[config.mk]
export PLATFORM = sky130hd
export DESIGN_NAME = monitor_round_robin_sequencer
export DESIGN_NICKNAME = d
export VERILOG_FILES = /design/src/rtl/mon_pkg.sv /design/src/rtl/adc_tick_divider.sv /design/src/rtl/monitor_round_robin_sequencer.sv
export SDC_FILE = /design/constraint.sdc
export NUM_CORES = 2
export LEC_CHECK = 0
export BUFFER_PORTS_ARGS = -buffer_cell sky130_fd_sc_hd__buf_4
export CAP_MARGIN = 20
export CORE_ASPECT_RATIO = 1.25
export CORE_MARGIN = 2
export CORE_UTILIZATION = 30
export CTS_BUF_LIST = sky130_fd_sc_hd__clkbuf_4
export CTS_CLUSTER_SIZE = 30
export DETAILED_ROUTE_END_ITERATION = 10
export GPL_TIMING_DRIVEN = 0
export PLACE_DENSITY_LB_ADDON = 0.08
export SLEW_MARGIN = 40
export SYNTH_ARGS = -nofsm -noshare
export SYNTH_HDL_FRONTEND = slang
export SYNTH_SLANG_ARGS = --single-unit
[constraint.sdc]
create_clock -name core_clk_i -period 4.6 [get_ports core_clk_i]
set_clock_uncertainty 0.15 [all_clocks]
set_input_delay 0 -clock core_clk_i [delete_from_list [all_inputs] [get_ports core_clk_i]]
set_output_delay 0 -clock core_clk_i [all_outputs]
set_load 0.005 [all_outputs]
[src/rtl/mon_pkg.sv]
// ============================================================================
// Purpose: Shared constants and types for the monitor round-robin sequencer.
// Assumes: 250 MHz core clock and a 22.5 kHz converter timebase.
// Notes:   Every offset, field position, limit and config reset value and timing count is here.
// ============================================================================
package mon_pkg;

    // ========================================================================
    // Channel map.
    // ========================================================================
    localparam int NUM_CHAN   = 21;
    localparam int CHAN_W     = 5;
    localparam logic [4:0] CH_REMOTE1 = 5'h00;  // First converted channel.
    localparam logic [4:0] CH_GENERAL_ANALOG_EIGHT    = 5'h0E;  // Shared pair, analog view A.
    localparam logic [4:0] CH_GENERAL_ANALOG_NINE    = 5'h0F;  // Shared pair, analog view B.
    localparam logic [4:0] CH_BATTERY = 5'h12;  // Single unaveraged conversion.
    localparam logic [4:0] CH_REMOTE2 = 5'h13;  // Shared pair, diode view.
    localparam logic [4:0] CH_LOCAL   = 5'h14;  // Last converted channel.

    // ========================================================================
    // Register offsets and configuration fields.
    // ========================================================================
    localparam logic [7:0] CFG_ADDR      = 8'h00;
    localparam logic [7:0] LOCAL_ADDR    = 8'h1F;
    localparam logic [7:0] SHARED_A_ADDR = 8'h27;
    localparam logic [7:0] SHARED_B_ADDR = 8'h29;
    localparam logic [7:0] VALUE_BASE    = 8'h40;
    localparam logic [7:0] HIGH_BASE     = 8'h60;
    localparam logic [7:0] LOW_BASE      = 8'h80;
    localparam logic [7:0] ALARM_BASE    = 8'hA0;
    localparam int CFG_START_BIT  = 0;
    localparam int CFG_INTEN_BIT  = 1;
    localparam int CFG_INTCLR_BIT = 2;
    localparam int CFG_PAIR_BIT   = 3;
    localparam logic [7:0] CFG_RESET     = 8'h00;
    localparam logic [7:0] HI_VOLT_RESET = 8'hFF;
    localparam logic [7:0] LO_VOLT_RESET = 8'h00;
    localparam logic [7:0] HI_TEMP_RESET = 8'h7F;
    localparam logic [7:0] LO_TEMP_RESET = 8'h80;
    localparam logic [7:0] INVALID_VALUE = 8'h00;

    // ========================================================================
    // Averaging and timing.
    // ========================================================================
    localparam int AVG_SAMPLES = 16;
    localparam int AVG_SHIFT   = 4;
    localparam int CORE_CLK_HZ = 250_000_000;
    localparam int ADC_CLK_HZ  = 22_500;
    localparam int TICK_DIV_CYCLES = CORE_CLK_HZ / ADC_CLK_HZ;
    localparam int SHORT_CONV_NS   = 711_000;
    localparam int LONG_CONV_NS    = 2_130_000;
    localparam int REMOTE_MEAS_NS  = 2_140_000;
    localparam int PASS_MAX_MS     = 290;
    localparam int SHORT_TICKS = int'((longint'(SHORT_CONV_NS) * ADC_CLK_HZ
                                       + 64'd999_999_999) / 64'd1_000_000_000);
    localparam int LONG_TICKS  = int'((longint'(LONG_CONV_NS) * ADC_CLK_HZ
                                       + 64'd999_999_999) / 64'd1_000_000_000);

    // ========================================================================
    // Types.
    // ========================================================================
    typedef struct packed {
        logic       wr;
        logic       rd;
        logic [7:0] addr;
        logic [7:0] wdata;
    } reg_req_type;

    typedef struct packed {
        logic       active;
        logic [4:0] chan;
        logic       long_conv;
    } conv_req_type;

    typedef enum logic [2:0] {
        SEQ_IDLE    = 3'b001,
        SEQ_CONVERT = 3'b010,
        SEQ_STORE   = 3'b100
    } seq_state_type;

endpackage

[src/rtl/adc_tick_divider.sv]
// ============================================================================
// Purpose: Divides the core clock down to the converter timebase enable.
// Assumes: Enable is a same-domain level.
// Notes:   Counter restarts whenever the enable drops.
// ============================================================================
`timescale 1ns/1ns
module adc_tick_divider
    import mon_pkg::*;
#(
    parameter int DIV_CYCLES = TICK_DIV_CYCLES
) (
    // Clock and reset.
    input  wire logic core_clk_i,
    input  wire logic resetn_i,
    // Control and enable.
    input  wire logic run_i,
    output logic      tick_o
);
    logic [15:0] div_cnt;
    logic [15:0] next_div_cnt;
    logic        next_tick;

    // Counts core cycles and pulses once per timebase period.
    always_comb begin
        next_div_cnt = 16'h0000;
        next_tick    = 1'b0;
        if (run_i) begin
            if (div_cnt == 16'(DIV_CYCLES - 1)) begin
                next_tick = 1'b1;
            end else begin
                next_div_cnt = div_cnt + 16'h0001;
            end
        end
    end

    // Registers the divider.
    always_ff @(posedge core_clk_i) begin
        if (!resetn_i) begin
            div_cnt <= 16'h0000;
            tick_o  <= 1'b0;
        end else begin
            div_cnt <= next_div_cnt;
            tick_o  <= next_tick;
        end
    end
endmodule // adc_tick_divider

[src/rtl/monitor_round_robin_sequencer.sv]
// ============================================================================
// Purpose: Round-robin converter sequencer with averaging, limits and alarm.
// Assumes: Register requests come from serial-bus logic on the core clock.
// Notes:   Converter data comes from the analog side and is synchronised.
// ============================================================================
`timescale 1ns/1ns

module monitor_round_robin_sequencer
    import mon_pkg::*;
#(
    parameter int TICK_DIV = TICK_DIV_CYCLES
) (
    // Clock and reset.
    input  wire logic         core_clk_i,
    input  wire logic         resetn_i,
    // Register access from the serial management bus.
    input  wire reg_req_type  reg_req_i,
    output logic [7:0]        reg_rdata_o,
    // Converter.
    input  wire logic [7:0]   adc_data_i,
    output conv_req_type      conv_req_o,
    output logic              pair_is_analog_o,
    // Interrupt.
    output logic              int_o
);
    // ========================================================================
    // State.
    // ========================================================================
    seq_state_type state, next_state;
    logic [7:0]  cfg, next_cfg;
    logic [4:0]  chan, next_chan;
    logic [3:0]  sample_cnt, next_sample_cnt;
    logic [5:0]  tick_cnt, next_tick_cnt;
    logic [11:0] acc, next_acc;
    logic [7:0]  results [NUM_CHAN];
    logic [7:0]  next_results [NUM_CHAN];
    logic [7:0]  hi_lim [NUM_CHAN];
    logic [7:0]  next_hi_lim [NUM_CHAN];
    logic [7:0]  lo_lim [NUM_CHAN];
    logic [7:0]  next_lo_lim [NUM_CHAN];
    logic [NUM_CHAN-1:0] alarm, next_alarm;
    logic [7:0]  next_rdata;
    logic        next_int;
    conv_req_type next_conv;
    logic [7:0]  adc_meta, adc_sync;
    logic        tick, run, conv_end, store_ok;
    logic [7:0]  avg, shared_b_val;
    logic [5:0]  conv_ticks;

    // Channel attributes.
    function automatic logic is_temp(input logic [4:0] ch);
        return (ch == CH_REMOTE1) || (ch == CH_REMOTE2) || (ch == CH_LOCAL);
    endfunction
    function automatic logic is_long(input logic [4:0] ch);
        return (ch == CH_REMOTE1) || (ch == CH_REMOTE2);
    endfunction

    // ========================================================================
    // Timebase and converter data synchroniser.
    // ========================================================================
    assign run = cfg[CFG_START_BIT];

    // Converter timebase enable; fan speed timing lives outside this block.
    adc_tick_divider #(.DIV_CYCLES(TICK_DIV)) u_tick (
        .core_clk_i (core_clk_i),
        .resetn_i   (resetn_i),
        .run_i      (run),
        .tick_o     (tick)
    );

    // Two flops guard the analog-side data bus.
    always_ff @(posedge core_clk_i) begin
        if (!resetn_i) begin
            adc_meta <= 8'h00;
            adc_sync <= 8'h00;
        end else begin
            adc_meta <= adc_data_i;
            adc_sync <= adc_meta;
        end
    end

    // ========================================================================
    // Sequencer.
    // ========================================================================
    assign conv_ticks = is_long(chan) ? 6'(LONG_TICKS) : 6'(SHORT_TICKS);
    assign conv_end   = (state == SEQ_CONVERT) && tick && (tick_cnt == conv_ticks - 6'h01);
    // Battery keeps its single raw sample; others take the truncated mean.
    assign avg = (chan == CH_BATTERY) ? acc[7:0] : acc[11:AVG_SHIFT];
    // The diode view of the pair is discarded while the pair is analog.
    assign store_ok = !((chan == CH_REMOTE2) && cfg[CFG_PAIR_BIT]);

    // Steps the channels and accumulates samples.
    always_comb begin
        next_state      = state;
        next_chan       = chan;
        next_sample_cnt = sample_cnt;
        next_tick_cnt   = tick_cnt;
        next_acc        = acc;
        case (state)
            SEQ_IDLE: begin
                if (run) begin
                    next_state      = SEQ_CONVERT;
                    next_chan       = CH_REMOTE1;
                    next_sample_cnt = 4'h0;
                    next_tick_cnt   = 6'h00;
                    next_acc        = 12'h000;
                end
            end
            SEQ_CONVERT: begin
                if (conv_end) begin
                    // Temperatures sum sign-extended, voltages zero-extended.
                    next_acc      = acc + {{4{is_temp(chan) & adc_sync[7]}}, adc_sync};
                    next_tick_cnt = 6'h00;
                    if (sample_cnt == 4'(AVG_SAMPLES - 1) || chan == CH_BATTERY) begin
                        next_state = SEQ_STORE;
                    end else begin
                        next_sample_cnt = sample_cnt + 4'h1;
                    end
                end else if (tick) begin
                    next_tick_cnt = tick_cnt + 6'h01;
                end
            end
            SEQ_STORE: begin
                // Every channel, both views of the pair included, each pass.
                next_state      = SEQ_CONVERT;
                next_chan       = (chan == CH_LOCAL) ? CH_REMOTE1 : chan + 5'h01;
                next_sample_cnt = 4'h0;
                next_acc        = 12'h000;
            end
            default: begin
                next_state = SEQ_IDLE;
            end
        endcase
        if (!run) begin
            next_state = SEQ_IDLE;
        end
    end

    // Registers the sequencer.
    always_ff @(posedge core_clk_i) begin
        if (!resetn_i) begin
            state      <= SEQ_IDLE;
            chan       <= 5'h00;
            sample_cnt <= 4'h0;
            tick_cnt   <= 6'h00;
            acc        <= 12'h000;
        end else begin
            state      <= next_state;
            chan       <= next_chan;
            sample_cnt <= next_sample_cnt;
            tick_cnt   <= next_tick_cnt;
            acc        <= next_acc;
        end
    end

    // ========================================================================
    // Results, limits, alarms and register access.
    // ========================================================================
    assign shared_b_val = cfg[CFG_PAIR_BIT] ? results[CH_GENERAL_ANALOG_NINE] : results[CH_REMOTE2];

    // Stores results, compares limits and serves register accesses.
    always_comb begin
        next_cfg     = cfg;
        next_results = results;
        next_hi_lim  = hi_lim;
        next_lo_lim  = lo_lim;
        next_alarm   = alarm;
        next_rdata   = reg_rdata_o;
        // Software writes; limits sit at a base plus channel index.
        if (reg_req_i.wr) begin
            if (reg_req_i.addr == CFG_ADDR) begin
                next_cfg = reg_req_i.wdata;
            end else if (reg_req_i.addr >= HIGH_BASE && reg_req_i.addr < HIGH_BASE + 8'(NUM_CHAN)) begin
                next_hi_lim[5'(reg_req_i.addr - HIGH_BASE)] = reg_req_i.wdata;
            end else if (reg_req_i.addr >= LOW_BASE && reg_req_i.addr < LOW_BASE + 8'(NUM_CHAN)) begin
                next_lo_lim[5'(reg_req_i.addr - LOW_BASE)] = reg_req_i.wdata;
            end
        end
        // Clearing acknowledges voltage alarms; a new event below still wins.
        if (cfg[CFG_INTCLR_BIT]) begin
            for (int i = 0; i < NUM_CHAN; i++) begin
                if (!is_temp(5'(i))) begin
                    next_alarm[i] = 1'b0;
                end
            end
        end
        if (state == SEQ_STORE && store_ok) begin
            next_results[chan] = avg;
            if (is_temp(chan)) begin
                if ($signed(avg) > $signed(hi_lim[chan])) begin
                    next_alarm[chan] = 1'b1;
                end else if ($signed(avg) <= $signed(lo_lim[chan])) begin
                    next_alarm[chan] = 1'b0;
                end
            end else if (avg > hi_lim[chan] || avg < lo_lim[chan]) begin
                next_alarm[chan] = 1'b1;
            end
        end
        // Reads; unmapped offsets return zero.
        if (reg_req_i.rd) begin
            if (reg_req_i.addr == CFG_ADDR) begin
                next_rdata = cfg;
            end else if (reg_req_i.addr == LOCAL_ADDR) begin
                next_rdata = results[CH_LOCAL];
            end else if (reg_req_i.addr == SHARED_A_ADDR) begin
                next_rdata = cfg[CFG_PAIR_BIT] ? results[CH_GENERAL_ANALOG_EIGHT] : INVALID_VALUE;
            end else if (reg_req_i.addr == SHARED_B_ADDR) begin
                next_rdata = shared_b_val;
            end else if (reg_req_i.addr >= VALUE_BASE && reg_req_i.addr < VALUE_BASE + 8'(NUM_CHAN)) begin
                next_rdata = results[5'(reg_req_i.addr - VALUE_BASE)];
            end else if (reg_req_i.addr >= HIGH_BASE && reg_req_i.addr < HIGH_BASE + 8'(NUM_CHAN)) begin
                next_rdata = hi_lim[5'(reg_req_i.addr - HIGH_BASE)];
            end else if (reg_req_i.addr >= LOW_BASE && reg_req_i.addr < LOW_BASE + 8'(NUM_CHAN)) begin
                next_rdata = lo_lim[5'(reg_req_i.addr - LOW_BASE)];
            end else if (reg_req_i.addr >= ALARM_BASE && reg_req_i.addr < ALARM_BASE + 8'h03) begin
                next_rdata = 8'(32'({3'h0, alarm}) >> (8 * (reg_req_i.addr - ALARM_BASE)));
            end else begin
                next_rdata = 8'h00;
            end
        end
        next_int  = cfg[CFG_INTEN_BIT] && !cfg[CFG_INTCLR_BIT] && (|alarm);
        next_conv = '{active: (state == SEQ_CONVERT), chan: chan, long_conv: is_long(chan)};
    end

    // Registers results, limits, alarms and outputs.
    always_ff @(posedge core_clk_i) begin
        if (!resetn_i) begin
            cfg              <= CFG_RESET;
            alarm            <= '0;
            reg_rdata_o      <= 8'h00;
            int_o            <= 1'b0;
            conv_req_o       <= '0;
            pair_is_analog_o <= 1'b0;
            for (int i = 0; i < NUM_CHAN; i++) begin
                results[i] <= 8'h00;
                hi_lim[i]  <= is_temp(5'(i)) ? HI_TEMP_RESET : HI_VOLT_RESET;
                lo_lim[i]  <= is_temp(5'(i)) ? LO_TEMP_RESET : LO_VOLT_RESET;
            end
        end else begin
            cfg              <= next_cfg;
            alarm            <= next_alarm;
            reg_rdata_o      <= next_rdata;
            int_o            <= next_int;
            conv_req_o       <= next_conv;
            pair_is_analog_o <= cfg[CFG_PAIR_BIT];
            results          <= next_results;
            hi_lim           <= next_hi_lim;
            lo_lim           <= next_lo_lim;
        end
    end
endmodule // monitor_round_robin_sequencer

* After elaboration in Yosys (flattened, before gate mapping)
Index checks and enable logic that the tools add are counted.
** Storage, ports and cells
- Register bits after elaboration :: 613
- Logic and storage cells :: 244
** Cells by class
- Add/sub/neg operators :: 10
- Order comparisons :: 21
- Eq/ne operators :: 18
- Shifts and indexed selects :: 1
- Mux-type cells :: 62
- Bitwise operators :: 12
- Reduce and logical (&&, ||, !) cells :: 39
** Operator list (number)
- 168-bit bitwise mux :: 3
- 8-bit binary-select mux with 5-bit select :: 5
- 8-bit two-way mux :: 24
- 8-bit demux with 5-bit select :: 3
- 21-bit two-way mux :: 4
- 12-bit one-hot mux with 3 select lines :: 1
- 21-bit by 32-bit right shift with 8-bit output :: 1
- 6-bit >= comparator, second input constant :: 4
- 12-bit two-way mux :: 2
- 6-bit two-way mux :: 4
- 5-bit inverter with 6-bit output :: 4
- 21-bit bitwise AND :: 1
- 21-bit inverter :: 1
- 21-bit OR :: 1
- 21-bit OR reduction :: 1
- 19-bit two-way mux :: 1
- 6-bit by 1-bit < comparator with 1-bit output, second input constant :: 3
- 18-bit two-way mux :: 1
- 16-bit by 1-bit adder with 16-bit output, second input constant :: 1
- 16-bit by 14-bit equality test with 1-bit output, second input constant :: 1
- 8-bit by 6-bit equality test with 1-bit output, second input constant :: 2
- 8-bit by 7-bit >= comparator with 1-bit output, second input constant :: 2
- 8-bit >= comparator, second input constant :: 2
- 8-bit > comparator :: 2
- other kinds (46) :: 89

* Longest topological paths before layout
- Depth after elaboration :: 12
- Depth in mapped cells :: 21
- Gate-level depth less buffers :: 14

* Modules after synthesis
From an unflattened synthesis, not the netlist that was laid out.
** Unflattened totals
- Cell total of the unflattened synthesis :: 3194
- Area total of the unflattened synthesis :: 30875.9 µm²
** By module, submodules not included
- monitor_round_robin_sequencer :: instances 1, cells an instance 3107, area an instance 30095.1 µm², sequential area each 11931.4 µm²
- adc_tick_divider :: instances 1, cells an instance 87, area an instance 780.7 µm², sequential area each 340.3 µm²

* Worst setup path after synthesis
Ideal clock, no wire load.
- Path type :: reg2reg
- Start :: reg chan[0]
- End :: reg alarm[12]
- Data arrival time :: 4.505 ns
- Required time :: 4.333 ns
- Path slack :: -0.173 ns
- Stages on the path, launching flop included :: 21
- Path buffers :: 8
- Cell sequence :: dfxtp_1 > clkbuf_1 > buf_2 > buf_2 > buf_2 > inv_1 > ha_1 > and2_1 > buf_2 > mux2i_1 > clkbuf_1 > inv_1 > ha_1 > and3_1 > a221oi_1 > nor2_1 > a211o_1 > a221o_1 > clkbuf_1 > buf_2 > a32o_1
** RTL lines
- start: declaration :: line monitor_round_robin_sequencer.sv:31 : logic [4:0] chan, next_chan;
- start signal: assignment :: line monitor_round_robin_sequencer.sv:149 : chan <= next_chan;
- 5-bit equality test (*) :: line monitor_round_robin_sequencer.sv:88 : assign avg = (chan == CH_BATTERY) ? acc[7:0] : acc[11:AVG_SHIFT];
- 8-bit two-way mux (*) :: line monitor_round_robin_sequencer.sv:88
- named net avg[2] :: line monitor_round_robin_sequencer.sv:47 : logic [7:0] avg, shared_b_val;
- 8-bit less-or-equal comparator (tied with other cells) :: line monitor_round_robin_sequencer.sv:192 : end else if ($signed(avg) <= $signed(lo_lim[chan])) begin
- 21-bit two-way mux or 1-bit logical OR (tied branches) :: line monitor_round_robin_sequencer.sv:192, monitor_round_robin_sequencer.sv:195
- 21-bit two-way mux, on equally long branches :: line monitor_round_robin_sequencer.sv:190, monitor_round_robin_sequencer.sv:195
- 21-bit two-way mux (*) :: line monitor_round_robin_sequencer.sv:189 : if (is_temp(chan)) begin
- 19-bit two-way mux (*) :: line monitor_round_robin_sequencer.sv:187 : if (state == SEQ_STORE && store_ok) begin
- end signal: assignment :: line monitor_round_robin_sequencer.sv:241 : alarm <= next_alarm;
- end: declaration :: line monitor_round_robin_sequencer.sv:41 : logic [NUM_CHAN-1:0] alarm, next_alarm;
Mark *: on every way through the listed nets, which the timed path passes. The rest lies on a longest branch. The select of a mux whose other input is x is not followed.
A chain may end at the register's enable or synchronous reset.

* Final worst setup path
- Start :: reg chan[0]
- End :: reg alarm[7]
** Between the ends
- Cells in the longest elaborated chain, start to end :: 10
** RTL lines (line)
- branches (longest 9 deep; another with 8-bit less-or-equal comparator)
- 19-bit two-way mux (*) :: monitor_round_robin_sequencer.sv:187
Every way passes the cells marked *. The select of a mux whose other input is x is not followed.

==> results.py <==
metrics = {
    "place": {
        "placement.io_buffers": 33,
        "dp_hpwl_um": 110000,
        "placedInstanceArea_mm2": 0.03326,
        "routabilityCongestion": 0.9649,
    },
    "grt": {
        "grt_pass1_wl_um": 210700,
        "grt_pass1_vias": 27616,
        "antenna_found_initial": 10,
        "global_route.usage.total_pct": 28.26,
        "largest_net_degree_at_the_start_of_global_routing": 17,
        "global_route.overflow_total": 0,
    },
    "final_layout": {
        "area_taken_by_flip_flops_and_latches_mm2": 0.01228,
        "area_growth_syn_to_layout_pct": 18.56,
        "multi_input_area_mm2": 0.01774,
        "drive_gt1_share_pct": 21.99,
        "nNetsFinal": 3411,
        "final_area_mm2": 0.03689,
        "filler_cell_count": 10458,
    },
    "worst_setup_path": {
        "cp_cell_sequence": "buf_12 > buf_16 > buf_4 > mux4_2 > mux4_2 > a222oi_1 > ha_1 > o211ai_1 > a21oi_1 > o21ai_1 > a221o_2 > buf_4 > a32o_1",
        "worst_path_max_delay_cell": "sky130_fd_sc_hd__a222oi_1",
        "setup.reg_to_reg.worst_slack_ps": 60,
        "worstReg2RegEnd": "alarm[7]$_SDFF_PN0_",
        "rr_worst_depth": 13,
        "worstSetupPathType": "reg2reg",
        "path_max_fanout": 10,
        "critPathTopFamily": "compound AO/OA/AOI/OAI gates",
        "worstPathBufferInverterCount": 4,
        "timing.rr.start": "chan[0]$_SDFFE_PN0P_",
        "timing.critical_path.required_ps": 5440,
        "timing.critical_path.from_type": "flop",
        "timing.critical_path.to_type": "flop",
        "critPathMaxStageDelay_ps": 660,
        "critical_path_arrival_ps": 5380,
        "worst-path-stages": 13,
    },
    "floorplan": {
        "die_x_um": 292.0,
        "ios": 45,
        "num_rows": 132,
        "dieArea_mm2": 0.1063,
        "die_height_um": 364.0,
        "initial_core_util_pct": 30.14,
        "core_area_mm2": 0.1032,
    },
    "worst_hold_path": {
        "hold_depth": 5,
        "holdCritStartpoint": "reg_req_i[1]",
        "worst_hold_path.endpoint": "lo_lim[25]$_SDFFE_PN0P_",
        "worst_hold_path_type": "in2reg",
    },
    "detailed_routing": {
        "drtIter0Drc": 2652,
        "route.detailed.wl_per_inst_um": 31.43,
        "detail-route-antenna-nets": 0,
        "routed_via_density": 5.680,
        "route.detailed.drc": 1,
        "drtPass1Iterations": 9,
        "vias": 27406,
        "totalWireLength_um": 151600,
    },
    "logic_synthesis": {
        "synthDominantCellAreaShare_pct": 39.45,
        "postSynthCellCount": 3025,
        "ys_seq_elements": 613,
        "synth-edff-count": 0,
        "ys_seq_area_share_pct": 39.45,
        "syn-mean-instance-area_um2": 10.28,
        "synth.largest_area_cell": "sky130_fd_sc_hd__dfxtp_1",
        "mappedNetlistArea_mm2": 0.03111,
        "synth.distinct_cells": 77,
        "primary_flip_flop_cell_chosen_by_synthesis_mapping": "sky130_fd_sc_hd__dfxtp_1",
        "yosysMostFrequentCell": "sky130_fd_sc_hd__dfxtp_1",
        "synth.top_cells.by_count": "sky130_fd_sc_hd__dfxtp_1, sky130_fd_sc_hd__nand2_1, sky130_fd_sc_hd__mux2i_1",
        "ys_async_sr_fraction_pct": 0,
        "syn-num-nets": 3090,
        "warnings_synthesis": 0,
        "netlist_top_cells_area": "sky130_fd_sc_hd__dfxtp_1, sky130_fd_sc_hd__mux4_2, sky130_fd_sc_hd__mux2i_1",
    },
    "clock_tree": {
        "cts_tree": "yes",
        "clock_tree_buf_depth": 3,
        "numCtsBuffers": 179,
        "cts.clk_slew.worst_paths_ps": 70,
        "htreeDepth": 4,
        "clkSinkCount": 613,
        "clockRootBuffer": "sky130_fd_sc_hd__clkbuf_4",
        "clock_latency_ps": 1150,
    },
    "power": {
        "pwr_density_cell_mw_per_mm2": 309.9,
        "total_leakage_power_nw": 14.84,
        "max-vdd-ir-drop_uv": 228.9,
    },
    "timing": {
        "achievable-frequency_mhz": 220.3,
        "finalSetupTns_ps": 0,
        "relSlewSlack_pct": 33.49,
        "period_minus_slack_ps": 4539,
        "final-hold-violation-count": 0,
        "timing_worst_slew_pin_value_ps": 994.0,
        "hold-worst-slack_ps": 124.5,
        "min_period_over_period_pct": 98.68,
        "maxSlewViolCount": 0,
        "report.final.setup_viol": 0,
    },
    "run": {
        "drv_cap": 0,
    },
    "outcome": {
        "failed_checks": "design-rule violations",
        "run_status": "finished with violations",
    },
}
worst register-to-register path, delay by kind of cell (launching register included):
kind | cells | cell delay (ps)
compound gates | 6 | 1720
buf+inv | 4 | 690
flops | 1 | 470
fa+ha+maj | 1 | 330
mux | 2 | 1050
registers in the layout, summed over array words and instances (netlist names), 6 cells and up:
register / cells
acc: 12
adc_meta: 8
adc_sync: 8
alarm: 21
cfg: 8
conv_req_o: 7
hi_lim: 168
lo_lim: 168
reg_rdata_o: 8
results: 168
tick_cnt: 6
u_tick.div_cnt: 16
per-stage QoR:
step | instances | util (%) | setup slack, ps | total power [mW]
5_1_grt | 4825 | 35.73 | -44.13 | 11.85
3_5_place_dp | 4403 | 32.22 | -2447 | 6.148
2_1_floorplan | 3025 | - | 68.54 | 5.780
4_1_cts | 4807 | 35.54 | 2.056 | 11.56
3_3_place_gp | 4398 | 32.01 | -2395 | 6.132
6_report | 4825 | 35.73 | 60.51 | 11.43
metal layers:
metal	wire length [um]	global-route usage, %	vias up
met2	72460	47.54	1304
met1	57550	32.22	13839
met3	10160	5.664	424
li1	-	-	11833
met4	11420	19.84	6
met5	40	0	-
how the worst max path moves through the flow:
stage	to	startpoint	slack, ps
finish	alarm[7]$_SDFF_PN0_	chan[0]$_SDFFE_PN0P_	60
global route	alarm[12]$_SDFF_PN0_	chan[0]$_SDFFE_PN0P_	-40
CTS	alarm[7]$_SDFF_PN0_	chan[0]$_SDFFE_PN0P_	2
detailed placement	alarm[10]$_SDFF_PN0_	chan[0]$_SDFFE_PN0P_	-2450
global placement	alarm[10]$_SDFF_PN0_	chan[0]$_SDFFE_PN0P_	-2390
floorplan	alarm[12]$_SDFF_PN0_	chan[0]$_SDFFE_PN0P_	70
power by group:
group	total, mW	leakage, nW	switching, mW	internal (mW)
clock	5.34	1.36	2.63	2.70
combinational	0.766	8.53	0.553	0.214
sequential	5.32	4.95	0.00716	5.32
layout make-up:
type / instances / area share [%]
inverters: 28 / 0.2849
repair buffers: 142 / 3.589
diodes: 1 / 0.006784
clock inverters: 58 / 0.7666
clock buffers: 261 / 5.312
flip-flops and latches: 613 / 33.29
multi-input cells: 2108 / 48.09
well taps: 1340 / 4.545
plain buffers: 274 / 4.118
cells in the final DEF (no fill, tap or decap), drive strengths merged, types with 11 or more instances in the layout:
cell         count
dfxtp          613
nand2          535
clkbuf         437
mux2i          286
mux4           216
o211a          169
buf            159
nor2b          142
nand3          109
nor2            99
dlygate4sd3     81
o21ai           78
a21boi          49
a21oi           48
clkinv          47
and2            43
ha              36
inv             36
a22oi           20
a222oi          19
and3            18
xor2            17
nor4            14
a21o            12
a22o            12
nand4           12
nor3            12
xnor2           11
o22ai           11
a221oi          11
cells by family (layout without fill, tap and decap cells):
| family | after synthesis | after routing | share of synthesized area, % |
|---|---|---|---|
| simple gates | 1025 | 1025 | 15.93 |
| flops | 613 | 613 | 39.45 |
| compound gates | 515 | 515 | 13.27 |
| mux | 503 | 503 | 24.87 |
| buf+inv | 304 | 763 | 4.179 |
| fa+ha+maj | 37 | 37 | 1.512 |
| xor+xnor | 28 | 28 | 0.7882 |
| other cells | 0 | 1 | 0 |
what timing repair did:
action,4_1_cts,5_1_grt
setup endpoints to repair,88,21
setup buffers,6,17
pin swaps,2,4
resized for setup,79,22
hold buffers,81,0
endpoints found under the hold margin,394,0
(Power assumes the default switching activity.)
